===== src/hub_cfg_defines.vh =====
// Offsets, reset values and timing figures of the hub configuration bank.
// Assumes inclusion by bare name; definitions only.
`ifndef HUB_CFG_DEFINES_VH
`define HUB_CFG_DEFINES_VH

// Register indices; byte address on APB is four times the index
`define IDX_BP_MAX_POWER       10'h00d
`define IDX_SP_CTRL_CURRENT    10'h00e
`define IDX_BP_CTRL_CURRENT    10'h00f
`define IDX_POWER_ON_DELAY     10'h010
`define IDX_LANG_HIGH          10'h011
`define IDX_LANG_LOW           10'h012
`define IDX_MAKER_LEN          10'h013
`define IDX_PRODUCT_LEN        10'h014
`define IDX_SERIAL_LEN         10'h015
`define IDX_MAKER_TEXT_FIRST   10'h016
`define IDX_MAKER_TEXT_LAST    10'h053
`define IDX_HUB_STATUS         10'h060

// Status register field positions
`define STAT_SELF_POWERED      0
`define STAT_PORT_POWER_GOOD   1
`define STAT_TIMER_BUSY        2

// Reset values
`define RST_CTRL_CURRENT       8'h32
`define RST_CFG_BYTE           8'h00

// Limits and units
`define TEXT_MAX_CHARS         5'h1f
`define TEXT_BYTES             62
`define CURRENT_UNIT_SHIFT     1

// Timing: one power-on unit is 2 ms, pclk period is 40 ns
`define POWER_UNIT_NS          2000000
`define PCLK_PERIOD_NS         40

`endif


===== src/cfg_byte_reg.v =====
// One byte-wide software-writable configuration register.
// Assumes the write strobe is already decoded on the pclk domain.
`timescale 1ns/10ps
`default_nettype none

module cfg_byte_reg #(
  parameter [7:0] RESET_VALUE = 8'h00
) (
  // Clock and reset
  input  wire       pclk,
  input  wire       presetn,
  // Write side
  input  wire       wr_en,
  input  wire [7:0] wr_data,
  // Stored value
  output reg  [7:0] value_ff
);

  // Value loads only on the decoded write edge
  always @(posedge pclk or negedge presetn) begin
    if (!presetn) begin
      value_ff <= RESET_VALUE;
    end else if (wr_en) begin
      value_ff <= wr_data;
    end
  end

endmodule

`default_nettype wire


===== src/unit_tick_gen.v =====
// Divider giving a one-cycle enable pulse every TICK_CYCLES clocks.
// Assumes run is a same-clock level; dropping it restarts the count.
`timescale 1ns/10ps
`default_nettype none

module unit_tick_gen #(
  parameter TICK_CYCLES = 50000
) (
  // Clock and reset
  input  wire pclk,
  input  wire presetn,
  // Control
  input  wire run,
  // Enable pulse
  output reg  tick_ff
);

  reg  [31:0] count_ff;
  wire        at_end;

  assign at_end = (count_ff == TICK_CYCLES - 1);

  // Held in restart while idle so the first tick is a full unit away
  always @(posedge pclk or negedge presetn) begin
    if (!presetn) begin
      count_ff <= 32'h0000_0000;
      tick_ff  <= 1'b0;
    end else if (!run) begin
      count_ff <= 32'h0000_0000;
      tick_ff  <= 1'b0;
    end else begin
      tick_ff  <= at_end;
      count_ff <= at_end ? 32'h0000_0000 : count_ff + 32'h0000_0001;
    end
  end

endmodule

`default_nettype wire


===== src/hub_power_string_config_regs.v =====
// Power and string configuration bank of a USB hub, with APB access.
// Assumes an APB3 master on pclk; self_powered_pin is asynchronous;
// descriptor-side inputs come from logic on pclk.
//
// The APB slave port is this design's own decision.
`timescale 1ns/10ps
`default_nettype none
`include "hub_cfg_defines.vh"

// Operation
// - Bus-powered max power counts 2 mA steps of total upstream draw.
// - Embedded compound function always advertises zero current itself.
// - Self-powered controller current counts 2 mA, no attached peripheral.
// - Self-powered controller current resets to 50, meaning 100 mA.
// - Bus-powered controller current counts 2 mA, hub and board only.
// - Bus-powered controller current resets to 50, meaning 100 mA.
// - Port power-on delay counts 2 ms units from power-on start.
// - Language ID is high byte at 0x11 and low byte at 0x12.
// - Maker text length is in characters, at most 31.
// - Product text length is in characters, at most 31.
// - Serial text length is in characters, at most 31.
// - Maker text bytes occupy offsets 0x16 through 0x53.
// - Each character is low byte first, characters packed contiguously.
module hub_power_string_config_regs #(
  parameter UNIT_CYCLES = `POWER_UNIT_NS / `PCLK_PERIOD_NS
) (
  // Clock and reset
  input  wire        pclk,
  input  wire        presetn,
  // APB slave
  input  wire        psel,
  input  wire        penable,
  input  wire        pwrite,
  input  wire [11:0] paddr,
  input  wire [31:0] pwdata,
  output reg         pready_ff,
  output reg  [31:0] prdata_ff,
  output reg         pslverr_ff,
  // Power mode strap, asynchronous
  input  wire        self_powered_pin,
  // Descriptor builder side
  input  wire        port_power_start,
  input  wire [4:0]  maker_char_index,
  // Figures reported upstream
  output reg  [8:0]  max_power_ma_ff,
  output reg  [7:0]  max_power_code_ff,
  output reg  [7:0]  embedded_current_ff,
  output reg  [7:0]  ctrl_current_code_ff,
  output reg  [8:0]  ctrl_current_ma_ff,
  output reg  [7:0]  power_on_delay_code_ff,
  output reg         port_power_good_ff,
  output reg         self_powered_ff,
  // Language and strings
  output reg  [15:0] language_id_ff,
  output reg  [4:0]  maker_len_ff,
  output reg  [4:0]  product_len_ff,
  output reg  [4:0]  serial_len_ff,
  output reg  [15:0] maker_char_ff
);

  // Timer states, one-hot
  localparam [2:0] ST_IDLE = 3'b001;
  localparam [2:0] ST_WAIT = 3'b010;
  localparam [2:0] ST_GOOD = 3'b100;

  // APB decode
  wire [9:0] reg_idx;
  wire       aligned;
  wire       setup_phase;
  wire       wr_commit;
  wire [9:0] text_off;
  wire       in_text;

  assign reg_idx     = paddr[11:2];
  assign aligned     = (paddr[1:0] == 2'b00);
  assign setup_phase = psel & ~penable;
  assign wr_commit   = psel & penable & pready_ff & pwrite & aligned;
  assign text_off    = reg_idx - `IDX_MAKER_TEXT_FIRST;
  assign in_text     = (reg_idx >= `IDX_MAKER_TEXT_FIRST) &&
                       (reg_idx <= `IDX_MAKER_TEXT_LAST);

  // Per-register write strobes, taken only at the access edge
  wire we_bp_max   = wr_commit & (reg_idx == `IDX_BP_MAX_POWER);
  wire we_sp_cur   = wr_commit & (reg_idx == `IDX_SP_CTRL_CURRENT);
  wire we_bp_cur   = wr_commit & (reg_idx == `IDX_BP_CTRL_CURRENT);
  wire we_pon      = wr_commit & (reg_idx == `IDX_POWER_ON_DELAY);
  wire we_lang_h   = wr_commit & (reg_idx == `IDX_LANG_HIGH);
  wire we_lang_l   = wr_commit & (reg_idx == `IDX_LANG_LOW);
  wire we_mlen     = wr_commit & (reg_idx == `IDX_MAKER_LEN);
  wire we_plen     = wr_commit & (reg_idx == `IDX_PRODUCT_LEN);
  wire we_slen     = wr_commit & (reg_idx == `IDX_SERIAL_LEN);
  wire we_text     = wr_commit & in_text;

  // Stored configuration bytes
  wire [7:0] bp_max_power;
  wire [7:0] sp_ctrl_current;
  wire [7:0] bp_ctrl_current;
  wire [7:0] power_on_delay;
  wire [7:0] lang_high;
  wire [7:0] lang_low;
  wire [7:0] maker_len;
  wire [7:0] product_len;
  wire [7:0] serial_len;

  cfg_byte_reg #(.RESET_VALUE(`RST_CFG_BYTE)) u_bp_max_power (
    .pclk     (pclk),
    .presetn  (presetn),
    .wr_en    (we_bp_max),
    .wr_data  (pwdata[7:0]),
    .value_ff (bp_max_power)
  );

  // Controller current bytes come out of reset at 100 mA
  cfg_byte_reg #(.RESET_VALUE(`RST_CTRL_CURRENT)) u_sp_ctrl_current (
    .pclk     (pclk),
    .presetn  (presetn),
    .wr_en    (we_sp_cur),
    .wr_data  (pwdata[7:0]),
    .value_ff (sp_ctrl_current)
  );

  cfg_byte_reg #(.RESET_VALUE(`RST_CTRL_CURRENT)) u_bp_ctrl_current (
    .pclk     (pclk),
    .presetn  (presetn),
    .wr_en    (we_bp_cur),
    .wr_data  (pwdata[7:0]),
    .value_ff (bp_ctrl_current)
  );

  cfg_byte_reg #(.RESET_VALUE(`RST_CFG_BYTE)) u_power_on_delay (
    .pclk     (pclk),
    .presetn  (presetn),
    .wr_en    (we_pon),
    .wr_data  (pwdata[7:0]),
    .value_ff (power_on_delay)
  );

  cfg_byte_reg #(.RESET_VALUE(`RST_CFG_BYTE)) u_lang_high (
    .pclk     (pclk),
    .presetn  (presetn),
    .wr_en    (we_lang_h),
    .wr_data  (pwdata[7:0]),
    .value_ff (lang_high)
  );

  cfg_byte_reg #(.RESET_VALUE(`RST_CFG_BYTE)) u_lang_low (
    .pclk     (pclk),
    .presetn  (presetn),
    .wr_en    (we_lang_l),
    .wr_data  (pwdata[7:0]),
    .value_ff (lang_low)
  );

  cfg_byte_reg #(.RESET_VALUE(`RST_CFG_BYTE)) u_maker_len (
    .pclk     (pclk),
    .presetn  (presetn),
    .wr_en    (we_mlen),
    .wr_data  (pwdata[7:0]),
    .value_ff (maker_len)
  );

  cfg_byte_reg #(.RESET_VALUE(`RST_CFG_BYTE)) u_product_len (
    .pclk     (pclk),
    .presetn  (presetn),
    .wr_en    (we_plen),
    .wr_data  (pwdata[7:0]),
    .value_ff (product_len)
  );

  cfg_byte_reg #(.RESET_VALUE(`RST_CFG_BYTE)) u_serial_len (
    .pclk     (pclk),
    .presetn  (presetn),
    .wr_en    (we_slen),
    .wr_data  (pwdata[7:0]),
    .value_ff (serial_len)
  );

  // Maker text store, one byte per index, as written
  reg [7:0] text_mem [0:`TEXT_BYTES-1];
  integer   i;

  always @(posedge pclk or negedge presetn) begin
    if (!presetn) begin
      for (i = 0; i < `TEXT_BYTES; i = i + 1) begin
        text_mem[i] <= `RST_CFG_BYTE;
      end
    end else if (we_text) begin
      text_mem[text_off[5:0]] <= pwdata[7:0];
    end
  end

  // Power mode strap, two flip-flops before use
  reg sp_meta_ff;
  reg sp_sync_ff;

  always @(posedge pclk or negedge presetn) begin
    if (!presetn) begin
      sp_meta_ff <= 1'b0;
      sp_sync_ff <= 1'b0;
    end else begin
      sp_meta_ff <= self_powered_pin;
      sp_sync_ff <= sp_meta_ff;
    end
  end

  // Port power-on timer in 2 ms units
  reg  [2:0] state_ff;
  reg  [2:0] nxt_state;
  reg  [7:0] units_left_ff;
  reg  [7:0] nxt_units_left;
  wire       unit_tick;

  unit_tick_gen #(.TICK_CYCLES(UNIT_CYCLES)) u_unit_tick (
    .pclk    (pclk),
    .presetn (presetn),
    .run     (state_ff == ST_WAIT && !port_power_start),
    .tick_ff (unit_tick)
  );

  // A new start always restarts; a zero delay is good at once
  always @* begin
    nxt_state      = state_ff;
    nxt_units_left = units_left_ff;
    case (state_ff)
      ST_IDLE, ST_GOOD: begin
        if (port_power_start) begin
          nxt_units_left = power_on_delay;
          nxt_state = (power_on_delay == 8'h00) ? ST_GOOD : ST_WAIT;
        end
      end
      ST_WAIT: begin
        if (port_power_start) begin
          nxt_units_left = power_on_delay;
          nxt_state = (power_on_delay == 8'h00) ? ST_GOOD : ST_WAIT;
        end else if (unit_tick) begin
          nxt_units_left = units_left_ff - 8'h01;
          if (units_left_ff == 8'h01) begin
            nxt_state = ST_GOOD;
          end
        end
      end
      default: begin
        nxt_state      = ST_IDLE;
        nxt_units_left = 8'h00;
      end
    endcase
  end

  always @(posedge pclk or negedge presetn) begin
    if (!presetn) begin
      state_ff      <= ST_IDLE;
      units_left_ff <= 8'h00;
    end else begin
      state_ff      <= nxt_state;
      units_left_ff <= nxt_units_left;
    end
  end

  // Length clamp: only 31 characters fit behind each length byte
  function [4:0] clamp_len;
    input [7:0] raw;
    begin
      if (raw > {3'b000, `TEXT_MAX_CHARS}) begin
        clamp_len = `TEXT_MAX_CHARS;
      end else begin
        clamp_len = raw[4:0];
      end
    end
  endfunction

  // Character fetch: low byte at even index, high byte just above it
  wire [5:0] char_lo_idx;
  wire [5:0] char_hi_idx;
  wire       char_valid;

  assign char_lo_idx = {maker_char_index, 1'b0};
  assign char_hi_idx = {maker_char_index, 1'b1};
  assign char_valid  = (maker_char_index < 5'h1f);

  // Upstream-facing figures, all registered
  always @(posedge pclk or negedge presetn) begin
    if (!presetn) begin
      max_power_ma_ff        <= 9'h000;
      max_power_code_ff      <= 8'h00;
      embedded_current_ff    <= 8'h00;
      ctrl_current_code_ff   <= 8'h00;
      ctrl_current_ma_ff     <= 9'h000;
      power_on_delay_code_ff <= 8'h00;
      port_power_good_ff     <= 1'b0;
      self_powered_ff        <= 1'b0;
      language_id_ff         <= 16'h0000;
      maker_len_ff           <= 5'h00;
      product_len_ff         <= 5'h00;
      serial_len_ff          <= 5'h00;
      maker_char_ff          <= 16'h0000;
    end else begin
      max_power_code_ff   <= bp_max_power;
      max_power_ma_ff     <= {bp_max_power, 1'b0};
      embedded_current_ff <= 8'h00;
      self_powered_ff     <= sp_sync_ff;
      if (sp_sync_ff) begin
        ctrl_current_code_ff <= sp_ctrl_current;
        ctrl_current_ma_ff   <= {sp_ctrl_current, 1'b0};
      end else begin
        ctrl_current_code_ff <= bp_ctrl_current;
        ctrl_current_ma_ff   <= {bp_ctrl_current, 1'b0};
      end
      power_on_delay_code_ff <= power_on_delay;
      port_power_good_ff     <= (nxt_state == ST_GOOD);
      language_id_ff  <= {lang_high, lang_low};
      maker_len_ff    <= clamp_len(maker_len);
      product_len_ff  <= clamp_len(product_len);
      serial_len_ff   <= clamp_len(serial_len);
      if (char_valid) begin
        maker_char_ff <= {text_mem[char_hi_idx],
                          text_mem[char_lo_idx]};
      end else begin
        maker_char_ff <= 16'h0000;
      end
    end
  end

  // Read mux; unmapped or misaligned addresses answer with an error
  reg [7:0] rd_byte;
  reg       rd_hit;

  always @* begin
    rd_byte = 8'h00;
    rd_hit  = 1'b1;
    case (reg_idx)
      `IDX_BP_MAX_POWER:    rd_byte = bp_max_power;
      `IDX_SP_CTRL_CURRENT: rd_byte = sp_ctrl_current;
      `IDX_BP_CTRL_CURRENT: rd_byte = bp_ctrl_current;
      `IDX_POWER_ON_DELAY:  rd_byte = power_on_delay;
      `IDX_LANG_HIGH:       rd_byte = lang_high;
      `IDX_LANG_LOW:        rd_byte = lang_low;
      `IDX_MAKER_LEN:       rd_byte = maker_len;
      `IDX_PRODUCT_LEN:     rd_byte = product_len;
      `IDX_SERIAL_LEN:      rd_byte = serial_len;
      `IDX_HUB_STATUS: begin
        rd_byte[`STAT_SELF_POWERED]    = sp_sync_ff;
        rd_byte[`STAT_PORT_POWER_GOOD] = (state_ff == ST_GOOD);
        rd_byte[`STAT_TIMER_BUSY]      = (state_ff == ST_WAIT);
      end
      default: begin
        if (in_text) begin
          rd_byte = text_mem[text_off[5:0]];
        end else begin
          rd_hit = 1'b0;
        end
      end
    endcase
    if (!aligned) begin
      rd_hit  = 1'b0;
      rd_byte = 8'h00;
    end
  end

  // Answer prepared in setup, presented for exactly one access cycle
  always @(posedge pclk or negedge presetn) begin
    if (!presetn) begin
      pready_ff   <= 1'b0;
      prdata_ff   <= 32'h0000_0000;
      pslverr_ff  <= 1'b0;
    end else begin
      pready_ff <= setup_phase;
      if (setup_phase) begin
        pslverr_ff  <= ~rd_hit | (pwrite & (reg_idx == `IDX_HUB_STATUS));
        prdata_ff   <= pwrite ? 32'h0000_0000 : {24'h00_0000, rd_byte};
      end else begin
        pslverr_ff <= 1'b0;
        prdata_ff  <= 32'h0000_0000;
      end
    end
  end

endmodule

`default_nettype wire


===== config.mk =====
export PLATFORM = sky130hd
export DESIGN_NAME = hub_power_string_config_regs
export DESIGN_NICKNAME = d
export VERILOG_FILES = /design/src/cfg_byte_reg.v /design/src/unit_tick_gen.v /design/src/hub_power_string_config_regs.v
export VERILOG_INCLUDE_DIRS = /design/src
export SDC_FILE = /design/constraint.sdc
export NUM_CORES = 1
export LEC_CHECK = 0
export BUFFER_PORTS_ARGS = -buffer_cell sky130_fd_sc_hd__buf_4
export CAP_MARGIN = 40
export CORE_AREA = 2 2 258 260
export CTS_CLUSTER_SIZE = 20
export DETAILED_ROUTE_END_ITERATION = 8
export DIE_AREA = 0 0 260 262
export PLACE_DENSITY = 0.78
export SLEW_MARGIN = 5
export SYNTH_ARGS = -nofsm -noshare
export SYNTH_HDL_FRONTEND = slang
export SYNTH_SLANG_ARGS = --single-unit

===== constraint.sdc =====
create_clock -name pclk -period 5.3 [get_ports pclk]
set_clock_uncertainty 0.05 [all_clocks]
set_input_delay 0.265 -clock pclk [delete_from_list [all_inputs] [get_ports pclk]]
set_output_delay 0.265 -clock pclk [all_outputs]
set_load 0.01 [all_outputs]

==> results.yml, run 1 <==
timing:
  worst_slew_pin_slew_ps: 958
  rsz0062_at_grt: "no"
  whs_ps: 151
  finalSetupTns_ps: 0
  finalHoldViolations: 0
  final.min_clock_period_ps: 3420
  relSlewSlack_pct: 35.7
  drv_slew: 0
  fmaxAchievable_mhz: 292
  setup_viol: 0
  fin_crit_sh_pct: 64.5
synthesis:
  synth.distinct_cells: 72
  synth.area.top_cells: "dfrtp_1 48%, mux2_2 19%, mux4_2 15%"
  synth_enable_flop_cells: 0
  yosys.area.top_type: "dfrtp_1"
  yosys_warnings: 0
  ys_seq_area_share_pct: 48.9
  syn_inst: 2538
  async_flop_share_pct: 100
  syn_area_um2: 35700
  synth.avg_cell_area_um2: 14.1
  ys.flop_type: "dfrtp_1"
  synth.top_cell.area_share_pct: 48.4
  synth-seq-cells: 697
critical_path:
  required_ps: 5790
  start_kind: "input port"
  cp_num_buf_inv: 4
  worstPathArrival_ps: 3910
  cp_cell_sequence: "dlygate4sd3_1 > buf_4 > inv_1 > ha_4 > inv_2 > mux2i_1 > a221oi_1 > nand4_1 > o21ai_0"
  slowest_delay_ps: 800
  cp-end-kind: "register"
  path_max_fanout: 24
  cp_slowest_cell: "a221oi_1"
  reg2regPathDepth: 6
  cp_top_family: "buffers and inverters"
  crit_type: "input port to register"
  path_depth: 9
pwr:
  p_seq_share_pct: 46.6
  p_leak_nw: 18.7
  vdd_drop_max_uv: 220
  switching_power_w: 0.00286
  powerDensity_nw_per_um2: 291
  power_frac_comb_pct: 7.8
  power_frac_clock_pct: 45.6
  switching_share_pct: 24.7
  p_int_w: 0.00870
floorplanning:
  die_x_um: 260
  core-area_um2: 65300
  row_count: 94
  dieArea_um2: 68100
  io_pins: 189
  start_util_pct: 54.7
  fp.dieH_um: 262
final_layout:
  drive_gt1_share_pct: 44.4
  num-nets-final: 2648
  final_common_cell: "dfrtp_1"
  layout_common_cells: "690 x dfrtp_1, 602 x mux2_2, 244 x mux4_2, 159 x nand2_1, 154 x buf_4"
  syn_to_final_growth_pct: 11.3
cts:
  path_clk_slew_ps: 60
  clk_latency_ps: 620
  htreeDepth: 3
  holdBufCountCts: 8
  cts_sinks: 697
  cts_resized: 0
  tritoncts.num_buffers: 75
  post_cts_buffers: 0
  cts_root_buf: "clkbuf_16"
  cts_buffer_depth: 3
  cts_tree: "built"
global_routing:
  grt_max_degree: 152
  grt_usage_pct: 31.0
  grt_pass1_vias: 24100
  overflow: 0
  antenna_found_initial: 6
  grt_pass1_wl_um: 156000
drt:
  wl_per_cell_um: 29.8
  drt-pass1-iter-count: 6
  vias: 23900
  wl_um: 105000
  drc: 0
  viasPerCell: 6.81
  drt-initial-drc-count: 2776
  ant_nets: 0
min_path:
  min_path_type: "input port to register"
  min_path_cells: 5
place:
  place_congestion: 0.968
  numPortBuffers: 130
  place.detailed.hpwl_um: 69100
outcome:
  outcome: "finished, final reports clean"
run:
  maxCapViolCount: 0
==> cell type report <==
class	instances	area, um2
diodes	1	2.50
clock buffers	113	2280
clock inverters	20	196
fillers	4777	25500
inverters	17	63.8
multi-input cells	1618	17200
flip-flops and latches	697	17500
well taps	864	1080
repair buffers	175	1480
==> flip-flops by register name, indices dropped and copies added, names as in the netlist, 16 cells and up <==
name / cells
language_id_ff: 16
maker_char_ff: 16
u_unit_tick.count_ff: 32
text_mem: 496
==> power groups by stage <==
| stage | Clock, W | Sequential, W | Combinational, W |
|---|---|---|---|
| after global routing | 0.00554 | 0.00539 | 0.000974 |
| after global placement | 0 | 0.00548 | 0.000855 |
| after CTS | 0.00533 | 0.00539 | 0.000894 |
| final | 0.00527 | 0.00539 | 0.000901 |
| after floorplan | 0 | 0.00547 | 0.000562 |
| after detailed placement | 0 | 0.00549 | 0.000884 |
==> cell usage after synthesis, types with 16 or more instances <==
master	n
a21oi_1	25
a22oi_1	20
buf_1	32
buf_2	67
buf_4	52
clkbuf_1	88
dfrtp_1	690
mux2_1	21
mux2_2	602
mux2i_1	77
mux4_2	244
nand2_1	159
nand2b_1	24
nand3_1	33
nand4_1	16
nor2_1	73
nor3_1	20
o21ai_0	43
o22ai_1	17
xnor2_1	23
xor2_1	17
==> metrics by stage <==
stage	instances	utilization (%)	total power [W]	instance area (um2)	worst slack, ps
after floorplan	2571	-	0.00603	35800	2540
after global placement	3357	56.8	0.00634	37100	1590
after detailed placement	3363	56.9	0.00637	37200	1580
after CTS	3504	60.9	0.0116	39700	2030
after global routing	3504	60.9	0.0119	39700	1900
final	3505	60.9	0.0116	39700	1880
==> cell families (layout without fill, tap and decap cells) <==
kind of cell / Yosys count / in the layout / share of synthesized area, %
other: 1 / 35 / 0.0105
buffers and inverters: 256 / 325 / 3.47
muxes: 944 / 944 / 37.2
and+or+nand+nor: 407 / 407 / 5.60
AOI/OAI and AO/OA: 185 / 185 / 3.59
DFF: 697 / 697 / 48.9
adders and majority gates: 8 / 8 / 0.280
xor gates and xnor gates: 40 / 40 / 0.981
==> per-layer routing <==
metal / up-vias / track usage (%) / share of wire, %
met1: 12600 / 40.3 / 37
li1: 9580 / - / -
met4: 6 / 17.6 / 6.1
met5: - / 1.39 / 0.15
met2: 1402 / 48.4 / 47
met3: 326 / 7.00 / 9.4
==> worst reg2reg max path: stages (launching register included) <==
cell and delay, ps:
dfrtp_1 350, nand4_1 140, nor3_4 490, nor4b_2 500, and2_1 680, nand2_1 550, mux2_2 460
==> final timing paths <==
kind	from	slack (ps)	end
max	paddr[4]	1880	prdata_ff[3]$_DFF_PN0_
min	paddr[10]	150	prdata_ff[4]$_DFF_PN0_
max reg2reg	pready_ff$_DFF_PN0_	1950	text_mem[74]$_DFFE_PN0P_
min reg2reg	sp_meta_ff$_DFF_PN0_	300	sp_sync_ff$_DFF_PN0_
max in group asynchronous	presetn	3570	text_mem[428]$_DFFE_PN0P_
min in group asynchronous	presetn	270	state_ff[2]$_DFF_PN0_
No activity file was read; power rests on OpenSTA's default activity.
==> run 2, diff against run 1 <==
==> constraint.sdc (replaced) <==
create_clock -name pclk -period 3.5 [get_ports pclk]
set_clock_uncertainty 0.05 [all_clocks]
set_input_delay 0.175 -clock pclk [delete_from_list [all_inputs] [get_ports pclk]]
set_output_delay 0.175 -clock pclk [all_outputs]
set_load 0.01 [all_outputs]
==> results.yml, run 2 (synthesis gave the netlist of run 1 again) <==
critical_path:
  cp_cell_sequence: "dlygate4sd3_1 > buf_4 > inv_1 > ha_4 > buf_12 > inv_2 > buf_4 > a21oi_1 > a32oi_1 > nand4_1 > o21ai_0"
  cp-end-kind: "register"
  cp_common_cell: "buf_4"
  start_kind: "input port"
  cp_num_buf_inv: 6
  path_depth: 11
  reg2regPathDepth: 7
  r2r_end: "text_mem[333]$_DFFE_PN0P_"
  rr_startpoint: "pready_ff$_DFF_PN0_"
  slowest_delay_ps: 560
  worstPathArrival_ps: 3550
  required_ps: 3910
  path_max_fanout: 24
  worstSetupStartpoint: "paddr[4]"
  regToRegSetupSlack_ps: 470
  cp_top_family: "buffers and inverters"
  cp_slowest_cell: "ha_4"
  crit_type: "input port to register"
  endpoint: "prdata_ff[4]$_DFF_PN0_"
timing:
  worst_slew_pin_slew_ps: 891
  fmaxAchievable_mhz: 318
  setup_viol: 0
  final.min_clock_period_ps: 3140
  finalHoldViolations: 0
  rsz0062_at_grt: "no"
  relSlewSlack_pct: 40.6
  drv_slew: 0
  fin_crit_sh_pct: 89.8
  finalSetupTns_ps: 0
pwr:
  p_seq_share_pct: 46.1
  p_int_w: 0.0134
  switching_share_pct: 24.2
  powerDensity_nw_per_um2: 440
  power_frac_comb_pct: 8.0
  switching_power_w: 0.00428
  power_frac_clock_pct: 45.8
  vdd_drop_max_uv: 251
  p_leak_nw: 19.0
global_routing:
  grt_pass1_wl_um: 158000
  overflow: 0
  grt_max_degree: 109
  grt_usage_pct: 31.5
  grt_pass1_vias: 24100
  antenna_found_initial: 4
drt:
  highest_layer: "met5"
  dr_wl_met2_um: 49600
  viasPerCell: 6.79
  wirelength_met1_um: 39000
  ant_nets: 0
  drt-initial-drc-count: 3275
  drt-pass1-iter-count: 6
  met3_length_um: 11300
  wl_per_cell_um: 29.9
  wl_um: 106000
  drc: 0
  vias: 24100
final_layout:
  final_common_cell: "dfrtp_1"
  final_cell_area_um2: 40200
  final_util_pct: 61.6
  fillers: 4729
  largest_reg_flops: 496
  largestRegisters: "text_mem (496), u_unit_tick.count_ff (32)"
  stdcell_count: 3551
  num-nets-final: 2695
  syn_to_final_growth_pct: 12.6
  drive_gt1_share_pct: 45.2
  layout_common_cells: "690 x dfrtp_1, 602 x mux2_2, 244 x mux4_2, 193 x buf_4, 159 x nand2_1"
  top_register: "text_mem"
place:
  numPortBuffers: 130
  place.detailed.hpwl_um: 72100
  placed_area_um2: 37600
  place_inst: 3410
  place_congestion: 1.03
min_path:
  hold_path_startpoint: "paddr[8]"
  min_path_type: "input port to register"
cts:
  clk_latency_ps: 630
  tritoncts.num_buffers: 75
  path_clk_slew_ps: 60
  cts_sinks: 697
  htreeDepth: 3
  cts_tree: "built"
  cts_root_buf: "clkbuf_16"
  post_cts_buffers: 0
  cts_buffer_depth: 3
  cts_resized: 0
floorplanning:
  row_count: 94
  start_util_pct: 54.7
  die_x_um: 260
  core-area_um2: 65300
  dieArea_um2: 68100
  fp.dieH_um: 262
  io_pins: 189
run:
  maxCapViolCount: 0
outcome:
  outcome: "finished, final reports clean"
-- run 2: cell types whose count changed in the layout (fill, tap and decap cells not counted), sizes merged --
cell | previous run | this run
bufinv | 2 | 6
clkbuf | 114 | 116
clkinvlp | 2 | 4
clkinv | 15 | 6
buf | 166 | 213
-- run 2: cell type report --
cell class	count	area (um2)	share of cell area, %
Multi-Input combinational cell	1618	17200	42.7
Inverter	17	63.8	0.159
Antenna cell	1	2.50	0.00622
Sequential cell	697	17500	43.4
Clock inverter	17	260	0.647
Clock buffer	115	2250	5.59
Tap cell	864	1080	2.69
Timing Repair Buffer	222	1930	4.81
-- run 2: repair_timing --
| action | in CTS | in global routing |
|---|---|---|
| endpoints found under the hold margin | 155 | 0 |
| setup endpoints to repair | 0 | 0 |
| hold buffers | 8 | 0 |
-- run 2: through the flow --
stage | total power, W | setup slack (ps) | hold WS, ps
final | 0.0177 | 357 | 62.9
after floorplan | 0.00913 | 826 | -171
after global placement | 0.00966 | 474 | 118
after CTS | 0.0177 | 512 | 25.2
after global routing | 0.0182 | 363 | 95.2
after detailed placement | 0.00970 | 464 | 136
-- run 2: worst min-delay path by stage --
stage                                               end  slack (ps)  cells past startpoint
2_1_floorplan           ctrl_current_ma_ff[1]$_DFF_PN0_        -170                      0
3_3_place_gp   u_power_on_delay.value_ff[4]$_DFFE_PN0P_         120                      1
3_5_place_dp   u_power_on_delay.value_ff[0]$_DFFE_PN0P_         140                      1
4_1_cts                            pslverr_ff$_DFF_PN0_          30                      5
5_1_grt                      maker_char_ff[6]$_DFF_PN0_         100                      2
6_report                           pslverr_ff$_DFF_PN0_          60                      5
-- run 2: layer usage --
metal,vias up,GRT usage [%]
met1,12600,41.4
li1,9683,-
met2,1535,48.9
met4,2,16.8
met5,-,0.417
met3,332,7.60
-- run 2: power by group through the flow --
stage / logic [W] / clock network, W / registers (W)
6_report: 0.00142 / 0.00811 / 0.00816
5_1_grt: 0.00153 / 0.00852 / 0.00816
4_1_cts: 0.00140 / 0.00818 / 0.00816
3_5_place_dp: 0.00139 / 0 / 0.00831
3_3_place_gp: 0.00136 / 0 / 0.00830
2_1_floorplan: 0.000851 / 0 / 0.00828
-- run 2: tightest hold or removal path: stages --
cell      delay [ps]
buf_4            150
o21ai_0          110
a211oi_1         100
o21ai_0           70
a21oi_1           70
